[src/logic/rlsr_pkg.sv]
// package for the receive link status and reinit register bank
`default_nettype none
package rlsr_pkg;
  // register byte offsets
  localparam logic [7:0] REINIT_EN_OFS   = 8'h70;
  localparam logic [7:0] STATUS_WORD_OFS = 8'h80;
  localparam logic [7:0] FIFO_FLAGS_OFS  = 8'h84;
  localparam logic [7:0] CONTROL_OFS     = 8'h88;
  localparam logic [7:0] IRQ_STATUS_OFS  = 8'h90;
  localparam logic [7:0] IRQ_MASK_OFS    = 8'h94;
  // reinit enable field positions
  localparam int REINIT_SYSREF_BIT = 0;
  localparam int REINIT_LINK_BIT   = 1;
  localparam int REINIT_FRAME_BIT  = 2;
  localparam int REINIT_EN_W       = 3;
  localparam logic [2:0] REINIT_EN_RST = 3'h0;
  // control field positions
  localparam int CTRL_SYSREF_DET_BIT = 0;
  localparam int CTRL_MANUAL_BIT     = 1;
  // status word field positions
  localparam int ST_SYSREF_PEND_BIT = 29;
  localparam int ST_REINIT_BIT      = 28;
  localparam int ST_EARLY_LSB       = 19;
  localparam int ST_LATE_LSB        = 10;
  localparam int ST_EMB_LSB         = 2;
  localparam int ST_SH_LSB          = 0;
  localparam int ARRIVAL_W          = 9;
  localparam logic [8:0] ARRIVAL_MAX = 9'h1ff; // largest count a 9-bit field shows
  // sync header encodings
  localparam logic [1:0] SH_CRC12      = 2'h0;
  localparam logic [1:0] SH_CMD_CHAN   = 2'h1;
  // fifo flag positions
  localparam int FIFO_EMPTY_LSB = 16;
  localparam int FIFO_FULL_LSB  = 0;
  // interrupt bit positions
  localparam int IRQ_FRAME_BIT  = 0;
  localparam int IRQ_LINK_BIT   = 1;
  localparam int IRQ_SYSREF_BIT = 2;
  localparam int IRQ_DONE_BIT   = 3;
  localparam int IRQ_DET_BIT    = 4;
  localparam int IRQ_W          = 5;
  localparam logic [4:0] IRQ_MASK_RST = 5'h0;
  // reinit hold time
  localparam int CLK_PERIOD_NS  = 10;
  localparam int REINIT_HOLD_NS = 200;
  localparam int REINIT_HOLD_CYC = (REINIT_HOLD_NS + CLK_PERIOD_NS - 1) / CLK_PERIOD_NS;
  localparam logic [7:0] REINIT_HOLD_CNT = 8'(REINIT_HOLD_CYC);
  // reinit sequencer states
  typedef enum logic [1:0] {RLSR_IDLE, RLSR_HOLD, RLSR_WAIT_SYSREF} rlsr_state_type;
endpackage
`default_nettype wire

[src/logic/rlsr_regs.sv]
// receive link status and error reinit register bank with apb slave
//
// The APB slave port was left to the implementer.
`default_nettype none
module rlsr_regs
  import rlsr_pkg::*;
#(
  parameter int         LANES               = 16,
  parameter logic [7:0] MB_PER_EMB          = 8'h01,
  parameter logic [1:0] SYNC_HEADER_SETTING = SH_CRC12
) (
  input  wire logic        pclk,
  input  wire logic        presetn,
  input  wire logic        psel,
  input  wire logic        penable,
  input  wire logic        pwrite,
  input  wire logic [7:0]  paddr,
  input  wire logic [31:0] pwdata,
  input  wire logic [3:0]  pstrb,
  output logic             pready,
  output logic [31:0]      prdata,
  output logic             pslverr,
  input  wire logic        sysref_pin,
  input  wire logic        frame_ready_err,
  input  wire logic        link_ready_err,
  input  wire logic        sysref_align_err,
  input  wire logic [8:0]  earliest_arrival,
  input  wire logic [8:0]  latest_arrival,
  input  wire logic [15:0] lane_phase_fifo_empty,
  input  wire logic [15:0] lane_phase_fifo_full,
  output logic             link_reinit,
  output logic             link_init_enable,
  output logic             irq
);

  logic                   wr_en;
  logic                   rd_setup;
  logic                   addr_hit;
  logic                   wr_reinit_en;
  logic                   wr_control;
  logic                   wr_irq_status;
  logic                   wr_irq_mask;
  logic [REINIT_EN_W-1:0] reinit_en_reg;
  logic                   sysref_det_en_reg;
  logic                   manual_req;
  logic [IRQ_W-1:0]       irq_status_reg;
  logic [IRQ_W-1:0]       irq_mask_reg;
  logic [IRQ_W-1:0]       irq_event;
  logic [IRQ_W-1:0]       irq_clear;
  logic                   sysref_s1_reg;
  logic                   sysref_s2_reg;
  logic                   sysref_s3_reg;
  logic                   sysref_rise;
  logic                   sysref_pend_reg;
  logic [LANES-1:0]       empty_s1_reg;
  logic [LANES-1:0]       empty_s2_reg;
  logic [LANES-1:0]       full_s1_reg;
  logic [LANES-1:0]       full_s2_reg;
  logic [8:0]             early_reg;
  logic [8:0]             late_reg;
  logic                   auto_trig;
  logic                   reinit_done;
  logic                   reinit_start;
  logic                   reinit_busy;
  logic                   irq_pending;
  logic [7:0]             hold_cnt_reg;
  rlsr_state_type         state_reg;
  logic [31:0]            status_word;
  logic [31:0]            fifo_word;
  logic [31:0]            rd_next;

  // apb handshake: zero wait states
  assign pready   = 1'b1;
  assign wr_en    = psel & penable & pwrite;
  assign rd_setup = psel & ~penable & ~pwrite;

  // per-register write strobes, byte lane 0 only
  assign wr_reinit_en  = wr_en & (paddr == REINIT_EN_OFS) & pstrb[0];
  assign wr_control    = wr_en & (paddr == CONTROL_OFS) & pstrb[0];
  assign wr_irq_status = wr_en & (paddr == IRQ_STATUS_OFS) & pstrb[0];
  assign wr_irq_mask   = wr_en & (paddr == IRQ_MASK_OFS) & pstrb[0];

  // address decode
  always_comb begin
    unique case (paddr)
      REINIT_EN_OFS, STATUS_WORD_OFS, FIFO_FLAGS_OFS,
      CONTROL_OFS, IRQ_STATUS_OFS, IRQ_MASK_OFS: addr_hit = 1'b1;
      default: addr_hit = 1'b0;
    endcase
  end

  // error flag on unmapped access phase
  assign pslverr = psel & penable & ~addr_hit;

  // reinit enable register, low byte lane only
  always_ff @(posedge pclk or negedge presetn) begin
    if (!presetn) begin
      reinit_en_reg <= REINIT_EN_RST;
    end else if (wr_reinit_en) begin
      reinit_en_reg <= pwdata[REINIT_EN_W-1:0];
    end
  end

  // control: sysref detect enable and manual reinit pulse
  always_ff @(posedge pclk or negedge presetn) begin
    if (!presetn) begin
      sysref_det_en_reg <= 1'b0;
    end else if (wr_control) begin
      sysref_det_en_reg <= pwdata[CTRL_SYSREF_DET_BIT];
    end
  end

  // manual reinit is a write-one pulse, never stored
  assign manual_req = wr_control & pwdata[CTRL_MANUAL_BIT];

  // sysref pin synchroniser and edge detect
  always_ff @(posedge pclk or negedge presetn) begin
    if (!presetn) begin
      sysref_s1_reg <= 1'b0;
      sysref_s2_reg <= 1'b0;
      sysref_s3_reg <= 1'b0;
    end else begin
      sysref_s1_reg <= sysref_pin;
      sysref_s2_reg <= sysref_s1_reg;
      sysref_s3_reg <= sysref_s2_reg;
    end
  end

  assign sysref_rise = sysref_s2_reg & ~sysref_s3_reg;

  // per-lane fifo flag synchronisers
  genvar g;
  generate
    for (g = 0; g < LANES; g++) begin : g_lane
      always_ff @(posedge pclk or negedge presetn) begin
        if (!presetn) begin
          empty_s1_reg[g] <= 1'b0;
          empty_s2_reg[g] <= 1'b0;
          full_s1_reg[g]  <= 1'b0;
          full_s2_reg[g]  <= 1'b0;
        end else begin
          empty_s1_reg[g] <= lane_phase_fifo_empty[g];
          empty_s2_reg[g] <= empty_s1_reg[g];
          full_s1_reg[g]  <= lane_phase_fifo_full[g];
          full_s2_reg[g]  <= full_s1_reg[g];
        end
      end
    end
  endgenerate

  // arrival counts; the 9-bit fields top out at 511
  // so a source count of 512 cannot be carried through
  always_ff @(posedge pclk or negedge presetn) begin
    if (!presetn) begin
      early_reg <= 9'h0;
      late_reg  <= 9'h0;
    end else begin
      early_reg <= earliest_arrival;
      late_reg  <= latest_arrival;
    end
  end

  // gated error triggers
  assign auto_trig = (frame_ready_err  & reinit_en_reg[REINIT_FRAME_BIT])
                   | (link_ready_err   & reinit_en_reg[REINIT_LINK_BIT])
                   | (sysref_align_err & reinit_en_reg[REINIT_SYSREF_BIT]);

  // any cause that starts a reinit this cycle
  assign reinit_start = auto_trig | manual_req;

  // reinit sequencer: hold link in reset, then wait for sysref
  always_ff @(posedge pclk or negedge presetn) begin
    if (!presetn) begin
      state_reg    <= RLSR_IDLE;
      hold_cnt_reg <= 8'h0;
    end else begin
      unique case (state_reg)
        RLSR_IDLE: begin
          if (reinit_start) begin
            state_reg    <= RLSR_HOLD;
            hold_cnt_reg <= REINIT_HOLD_CNT;
          end
        end
        RLSR_HOLD: begin
          if (hold_cnt_reg == 8'h1) begin
            state_reg <= RLSR_WAIT_SYSREF;
          end
          hold_cnt_reg <= hold_cnt_reg - 8'h1;
        end
        RLSR_WAIT_SYSREF: begin
          if (!sysref_pend_reg) begin
            state_reg <= RLSR_IDLE;
          end
        end
        default: begin
          state_reg <= RLSR_IDLE;
        end
      endcase
    end
  end

  assign reinit_done = (state_reg == RLSR_WAIT_SYSREF) & ~sysref_pend_reg;

  // reinit in progress while the sequencer is away from idle
  assign reinit_busy = (state_reg != RLSR_IDLE);

  // link reset output
  always_ff @(posedge pclk or negedge presetn) begin
    if (!presetn) begin
      link_reinit <= 1'b0;
    end else begin
      unique case (state_reg)
        RLSR_IDLE: begin
          link_reinit <= reinit_start;
        end
        RLSR_HOLD: begin
          link_reinit <= (hold_cnt_reg != 8'h1);
        end
        default: begin
          link_reinit <= 1'b0;
        end
      endcase
    end
  end

  // sysref pending: armed at reset and by reinit, cleared by detection
  always_ff @(posedge pclk or negedge presetn) begin
    if (!presetn) begin
      sysref_pend_reg <= 1'b1;
    end else if (state_reg == RLSR_HOLD) begin
      sysref_pend_reg <= 1'b1;
    end else if (sysref_rise && sysref_det_en_reg) begin
      sysref_pend_reg <= 1'b0;
    end
  end

  // link init allowed once sysref seen and no reinit running
  always_ff @(posedge pclk or negedge presetn) begin
    if (!presetn) begin
      link_init_enable <= 1'b0;
    end else begin
      link_init_enable <= ~sysref_pend_reg & (state_reg == RLSR_IDLE) & ~reinit_start; // drops with link_reinit
    end
  end

  // interrupt events and write-one-to-clear, set wins
  always_comb begin
    irq_event                 = '0;
    irq_event[IRQ_FRAME_BIT]  = frame_ready_err;
    irq_event[IRQ_LINK_BIT]   = link_ready_err;
    irq_event[IRQ_SYSREF_BIT] = sysref_align_err;
    irq_event[IRQ_DONE_BIT]   = reinit_done;
    irq_event[IRQ_DET_BIT]    = sysref_rise & sysref_det_en_reg & sysref_pend_reg;
    irq_clear = '0;
    if (wr_irq_status) begin
      irq_clear = pwdata[IRQ_W-1:0];
    end
  end

  always_ff @(posedge pclk or negedge presetn) begin
    if (!presetn) begin
      irq_status_reg <= '0;
    end else begin
      irq_status_reg <= (irq_status_reg & ~irq_clear) | irq_event;
    end
  end

  always_ff @(posedge pclk or negedge presetn) begin
    if (!presetn) begin
      irq_mask_reg <= IRQ_MASK_RST;
    end else if (wr_irq_mask) begin
      irq_mask_reg <= pwdata[IRQ_W-1:0];
    end
  end

  // any unmasked status bit
  assign irq_pending = |(irq_status_reg & irq_mask_reg);

  // level interrupt
  always_ff @(posedge pclk or negedge presetn) begin
    if (!presetn) begin
      irq <= 1'b0;
    end else begin
      irq <= irq_pending;
    end
  end

  // debug status word assembly
  always_comb begin
    status_word = '0;
    status_word[ST_SYSREF_PEND_BIT] = sysref_pend_reg;
    status_word[ST_REINIT_BIT]      = reinit_busy;
    status_word[ST_EARLY_LSB +: ARRIVAL_W] = early_reg;
    status_word[ST_LATE_LSB +: ARRIVAL_W]  = late_reg;
    status_word[ST_EMB_LSB +: 8] = MB_PER_EMB;
    status_word[ST_SH_LSB +: 2]  = SYNC_HEADER_SETTING;
  end

  // lane fifo flag word
  always_comb begin
    fifo_word = '0;
    fifo_word[FIFO_EMPTY_LSB +: LANES] = empty_s2_reg;
    fifo_word[FIFO_FULL_LSB +: LANES]  = full_s2_reg;
  end

  // read mux; status words have no write path
  always_comb begin
    rd_next = '0;
    unique case (paddr)
      REINIT_EN_OFS:   rd_next[REINIT_EN_W-1:0] = reinit_en_reg;
      STATUS_WORD_OFS: rd_next = status_word;
      FIFO_FLAGS_OFS:  rd_next = fifo_word;
      CONTROL_OFS:     rd_next[CTRL_SYSREF_DET_BIT] = sysref_det_en_reg;
      IRQ_STATUS_OFS:  rd_next[IRQ_W-1:0] = irq_status_reg;
      IRQ_MASK_OFS:    rd_next[IRQ_W-1:0] = irq_mask_reg;
      default:         rd_next = '0;
    endcase
  end

  // read data captured in the setup cycle
  always_ff @(posedge pclk or negedge presetn) begin
    if (!presetn) begin
      prdata <= 32'h0;
    end else if (rd_setup) begin
      prdata <= rd_next;
    end
  end

endmodule
`default_nettype wire

[config.mk]
export PLATFORM = sky130hd
export DESIGN_NAME = rlsr_regs
export DESIGN_NICKNAME = d
export VERILOG_FILES = /design/src/logic/rlsr_pkg.sv /design/src/logic/rlsr_regs.sv
export SDC_FILE = /design/constraint.sdc
export NUM_CORES = 1
export LEC_CHECK = 0
export BUFFER_PORTS_ARGS = -buffer_cell sky130_fd_sc_hd__buf_2
export CORE_MARGIN = 2
export CORE_UTILIZATION = 50
export DETAILED_ROUTE_END_ITERATION = 10
export GPL_ROUTABILITY_DRIVEN = 0
export HOLD_SLACK_MARGIN = 0.12
export MAX_ROUTING_LAYER = met4
export PLACE_DENSITY = 0.74
export SYNTH_ARGS = -nofsm -noshare
export SYNTH_HDL_FRONTEND = slang
export SYNTH_SLANG_ARGS = --single-unit
export TNS_END_PERCENT = 30
[constraint.sdc]
create_clock -name pclk -period 1.8 [get_ports pclk]
set_clock_uncertainty 0.15 [all_clocks]
set_input_delay 0.27 -clock pclk [delete_from_list [all_inputs] [get_ports pclk]]
set_output_delay 0.27 -clock pclk [all_outputs]
set_load 0.02 [all_outputs]
==> results of run 1 <==
==> cells in the final DEF (no fill, tap or decap), drive strengths merged, types with 2 or more instances in the layout <==
cell	count
a2bb2oi	2
o21ai	10
bufinv	3
nand3	3
clkbuf	18
inv	15
a22oi	23
o2bb2ai	4
or4b	3
nor4	5
buf	136
dfrtp	144
a21o	4
ha	2
mux2i	7
a22o	8
mux2	9
or3	3
a211oi	2
a31oi	6
or3b	2
nor2	10
dlygate4sd3	63
nor3	2
nand4	2
a21oi	6
clkinv	5
nand2	61
==> critical path, stage by stage <==
cell and delay (ns):
buf_6 0.09, or4b_4 0.54, o21ai_2 0.15, o21ai_1 0.09, and3_1 0.16, buf_6 0.13
==> area by class of cell <==
cell class | count | area (um2) | area share (%)
clock inverters | 13 | 178 | 2.48
clock buffers | 18 | 428 | 5.96
multi-input cells | 192 | 1290 | 18.0
well taps | 133 | 166 | 2.32
inverters | 11 | 41.3 | 0.575
flip-flops and latches | 145 | 3630 | 50.6
repair buffers | 199 | 1440 | 20.1
==> routing by layer <==
metal / GRT usage, % / up-vias / routed length, um
met5: - / - / 0
met4: 9.36 / 0 / 196
met3: 5.95 / 18 / 534
met2: 39.6 / 127 / 6090
met1: 28.7 / 1831 / 4920
li1: - / 1682 / -
==> cell usage after synthesis, drive strengths merged, types with 2 or more instances <==
master and count:
a211oi 2, nand4 2, clkbuf 5, o2bb2ai 4, buf 10, o21ai 10
nor2 10, nand3 3, mux2 9, or3b 2, or4b 3, ha 2
a2bb2oi 2, or3 3, nor4 5, a22o 8, inv 11, a31oi 6
nor3 2, nand2 61, a21o 4, a21oi 6, mux2i 7, a22oi 23
dfrtp 144
==> power groups by stage <==
stage                     sequential (uW)  combinational (uW)  clock, uW
after floorplan                      3640                 396          0
after global placement               3640                 694          0
after detailed placement             3650                 736          0
after CTS                            3590                 853       3620
after global routing                 3620                 960       3780
final                                3600                 867       3550
==> per-stage QoR <==
stage	util [%]	worst slack [ns]
after floorplan	-	0.0311
after global placement	60.1	-0.209
after detailed placement	60.1	-0.231
after CTS	73.2	-0.0359
after global routing	73.4	-0.0862
final	73.4	-0.0510
==> kinds of logic (layout without fill, tap and decap cells) <==
family,after synthesis,after routing,synth area share [%]
flops,145,145,72.3
other cells,1,1,0.0747
buf+inv,26,241,2.62
simple gates,100,100,10.4
mux,16,16,3.42
fa+ha+maj,2,2,0.499
compound gates,73,73,10.6
==> worst paths after layout <==
kind                                  from              end  depth (start not counted)
min reg2reg                 full_s1_reg[8]     fifo_word[8]                          0
min in group asynchronous          presetn     fifo_word[2]                          3
max                               paddr[5]          pslverr                          6
max in group asynchronous          presetn    fifo_word[14]                          4
min                                   psel        prdata[0]                          3
max reg2reg                hold_cnt_reg[3]  hold_cnt_reg[7]                          4
==> repair_timing <==
item                                    CTS  global route
endpoints found under the setup margin    1            11
hold endpoints to repair                215             0
resized for setup                         8             4
pin swaps                                 4             0
hold buffers                             63             0
setup buffers                             3             0
==> qor.csv, run 1 <==
metric,value,unit
cts_buffer_depth,2,
drt_iter0_drc,199,
clock_latency,0.52,ns
drive_above_1_share,33.2,%
comb_power_share,10.8,%
syn_inst,363,
synth_async_sr_flop_share,100,%
dpl-instance-area,5870,um2
max-cap-violations,0,
worstSetupPathType,in -> out,
grt_overflow,0,
cts_tree,built,
yosysTopAreaCellShare,71.8,%
cts_buffers,17,
switching_share,24.6,%
first_pass_iters,4,
finalCriticalPeriod,1.85,ns
antenna_found_initial,0,
r2r_slack,0.06,ns
vias_per_cell,5.14,
nets,671,
grtUsageTotal,24.0,%
max_freq,540,MHz
synth.avg_cell_area,13.8,um2
total_power,8020,uW
synth_top_cell_by_area,dfrtp_1,
die_w,104,um
fin_area,7180,um2
routed_wl,11.7,mm
setup_viol,1,
worstHoldPathType,in -> reg,
hold_ws,0.147,ns
ir_drop,1.19,mV
cp.arrival,1.43,ns
drc,0,
yosysUniqueCellTypes,54,
outcome,"complete, but fails checks",
synth_fp_nets,468,
synth_area_leaders,"dfrtp_1, nand2_1, a22oi_1, mux2_2, a22o_1",
fin_ws,-0.0510,ns
grt_start_max_net_pins,43,
place_inst,614,
crit_path_end_kind,primary output,
ys_seq_elements,145,
slew_viol_final,0,
clk_pin_slew,0.06,ns
cp_max_fo,3,
largest_reg_flops,32,
boundaryPins,140,
leakage,0.00357,uW
rsz0062_at_grt,yes,
largest-register,prdata,
cts-root-buf,clkbuf_8,
avgRoutedWirePerCell,16.5,um
finalNonFillerCells,711,
setup_tns,-0.0510,ns
grt_pass1_wl,19.4,mm
grt_pass1_vias,3977,
required,1.38,ns
p_clk_share,44.3,%
antennaDiodeCount,0,
power.density,1120,nW/um2
failed_checks,setup timing,
power.switching,1980,uW
coreArea,9770,um2
cp-start-kind,input pin,
synth_seq_area_share,72.3,%
hold_viol,0,
io_buffers,108,
start_util,51.3,%
syn_area,5020,um2
postRouteAntennaNets,0,
cts_htree_levels,4,
final.fill_count,641,
internal-power,6040,uW
vias,3658,
place_hpwl,7.02,mm
pwr-share-seq,44.9,%
period_share,103,%
synth_edf_count,0,
cts_sinks,145,
area_delta_synth_final,43.0,%
die_area,10900,um2
rows,36,
synthFlopType,dfrtp_1,
die_h,104,um
synth_warnings,0,
(Power assumes the default switching activity.)
==> inputs of run 2 (changes only) <==
PLACE_DENSITY = 0.8   (was 0.74)
TNS_END_PERCENT = 100   (was 30)
==> run 2 against run 1 <==
The run still ends with setup timing left. Critical path depth did not move. Setup slack gained 0.021 ns. Combinational power barely moved. Worst hold slack worse by 0.0020 ns. Register-to-register slack hardly changed. Via count fell by 0.68%. Clock power down 5%. Die area is the same. Count of clock-buffer cells in the layout did not move. Total power fell by 2.0%. Wire length increased by 0.80%. Sequential power hardly changed.
==> qor.csv, run 2 (synthesis results as in run 1) <==
metric,value,unit
final.fill_count,625,
fin_ws,-0.0301,ns
pwr-share-seq,45.9,%
final_common_cell,dfrtp_1,
largest_reg_flops,32,
fin_area,7170,um2
required,1.38,ns
tightestPinTransition,0.520,ns
routed_wl,11.8,mm
cts_buffer_depth,2,
antenna_found_initial,0,
boundaryPins,140,
worstSetupPathType,in -> out,
grt_pass1_wl,19.7,mm
start_util,51.3,%
die_area,10900,um2
cts-root-buf,clkbuf_8,
total_power,7860,uW
cts_tree,built,
ir_drop,1.03,mV
die_w,104,um
finalCriticalPeriod,1.83,ns
mostFrequentLayoutCells,"dfrtp_1, buf_2, dlygate4sd3_1",
nets,668,
io_buffers,108,
antennaDiodeCount,0,
vias_per_cell,5.12,
coreArea,9770,um2
cts_buffers,17,
rows,36,
clock_latency,0.51,ns
first_pass_iters,4,
postRouteAntennaNets,0,
dpl-instance-area,5870,um2
setup_viol,1,
clk_pin_slew,0.06,ns
cp-start-kind,input pin,
comb_power_share,11.0,%
power.density,1100,nW/um2
setup_tns,-0.0301,ns
die_h,104,um
hold_viol,0,
drive_above_1_share,32.6,%
grtUsageTotal,24.6,%
grt_pass1_vias,3910,
rsz0062_at_grt,yes,
max_freq,546,MHz
area_delta_synth_final,42.8,%
cts_htree_levels,4,
max-cap-violations,0,
vias,3633,
worstHoldPathType,in -> reg,
maxSlewHeadroom,65.3,%
grt_overflow,0,
place_ws,-0.275,ns
power.switching,2080,uW
leakage,0.00353,uW
cts_sinks,145,
drc,0,
period_share,102,%
outcome,"complete, but fails checks",
place_hpwl,6.90,mm
grt_start_max_net_pins,51,
internal-power,5780,uW
avgRoutedWirePerCell,16.7,um
hold_ws,0.145,ns
switching_share,26.4,%
cp_max_fo,3,
drt_iter0_drc,229,
p_clk_share,43.1,%
cp.arrival,1.41,ns
largest-register,prdata,
crit_path_end_kind,primary output,
slew_viol_final,0,
failed_checks,setup timing,
-- run 2: cell count changes in the layout (fill, tap and decap cells not counted), sizes merged --
cell / delta
dlygate4sd3: +1
buf: -4
clkinv: -1
inv: +3
clkinvlp: +1
bufinv: -2
-- run 2: final timing paths --
kind / start / endpoint / slack (ns) / cells past startpoint
max in group asynchronous: presetn / empty_s2_reg[15] / 0.35 / 4
worst min-delay path: pwrite / prdata[4] / 0.15 / 4
worst max-delay path: paddr[5] / pslverr / -0.03 / 6
worst min register to register: full_s1_reg[7] / fifo_word[7] / 0.20 / 0
worst max register to register: hold_cnt_reg[3] / hold_cnt_reg[7] / 0.06 / 4
min in group asynchronous: presetn / fifo_word[1] / 0.61 / 3
-- run 2: layout make-up --
cell class	count	area, um2	area share, %
Timing Repair Buffer	196	1460	20.3
Tap cell	133	166	2.32
Sequential cell	145	3630	50.7
Inverter	11	41.3	0.576
Multi-Input combinational cell	192	1290	18.0
Clock buffer	18	418	5.83
Clock inverter	14	166	2.32
-- run 2: stage by stage --
step	cells	util [%]
floorplan	363	-
global placement	610	60.0
finish	709	73.3
CTS	709	73.2
detailed placement	610	60.0
global route	709	73.3
-- run 2: power by group through the flow --
stage | clock, uW | combinational, uW | sequential, uW
finish | 3390 | 864 | 3610
floorplan | 0 | 396 | 3640
global route | 3630 | 959 | 3630
detailed placement | 0 | 726 | 3650
CTS | 3440 | 852 | 3590
global placement | 0 | 686 | 3640
-- run 2: per-layer routing --
layer  GRT usage, %  vias to the layer above  share of wire, %
met5              -                        -                 0
met4           7.63                        0               1.0
met3           6.70                       10               5.1
met2           41.4                      129                54
met1           29.0                     1818                40
li1               -                     1676                 -
-- run 2: what timing repair did --
action | 4_1_cts | 5_1_grt
pin swaps | 4 | 0
resized for setup | 11 | 2
hold buffers | 64 | 0
setup buffers | 3 | 0
hold endpoints to repair | 216 | 0
setup endpoints to repair | 1 | 5
-- run 2: worst max-delay path, cell delays in order --
cell and delay (ns):
buf_6 0.09, or4b_4 0.54, o21ai_1 0.14, o21ai_1 0.08, and3_1 0.16, buf_6 0.13
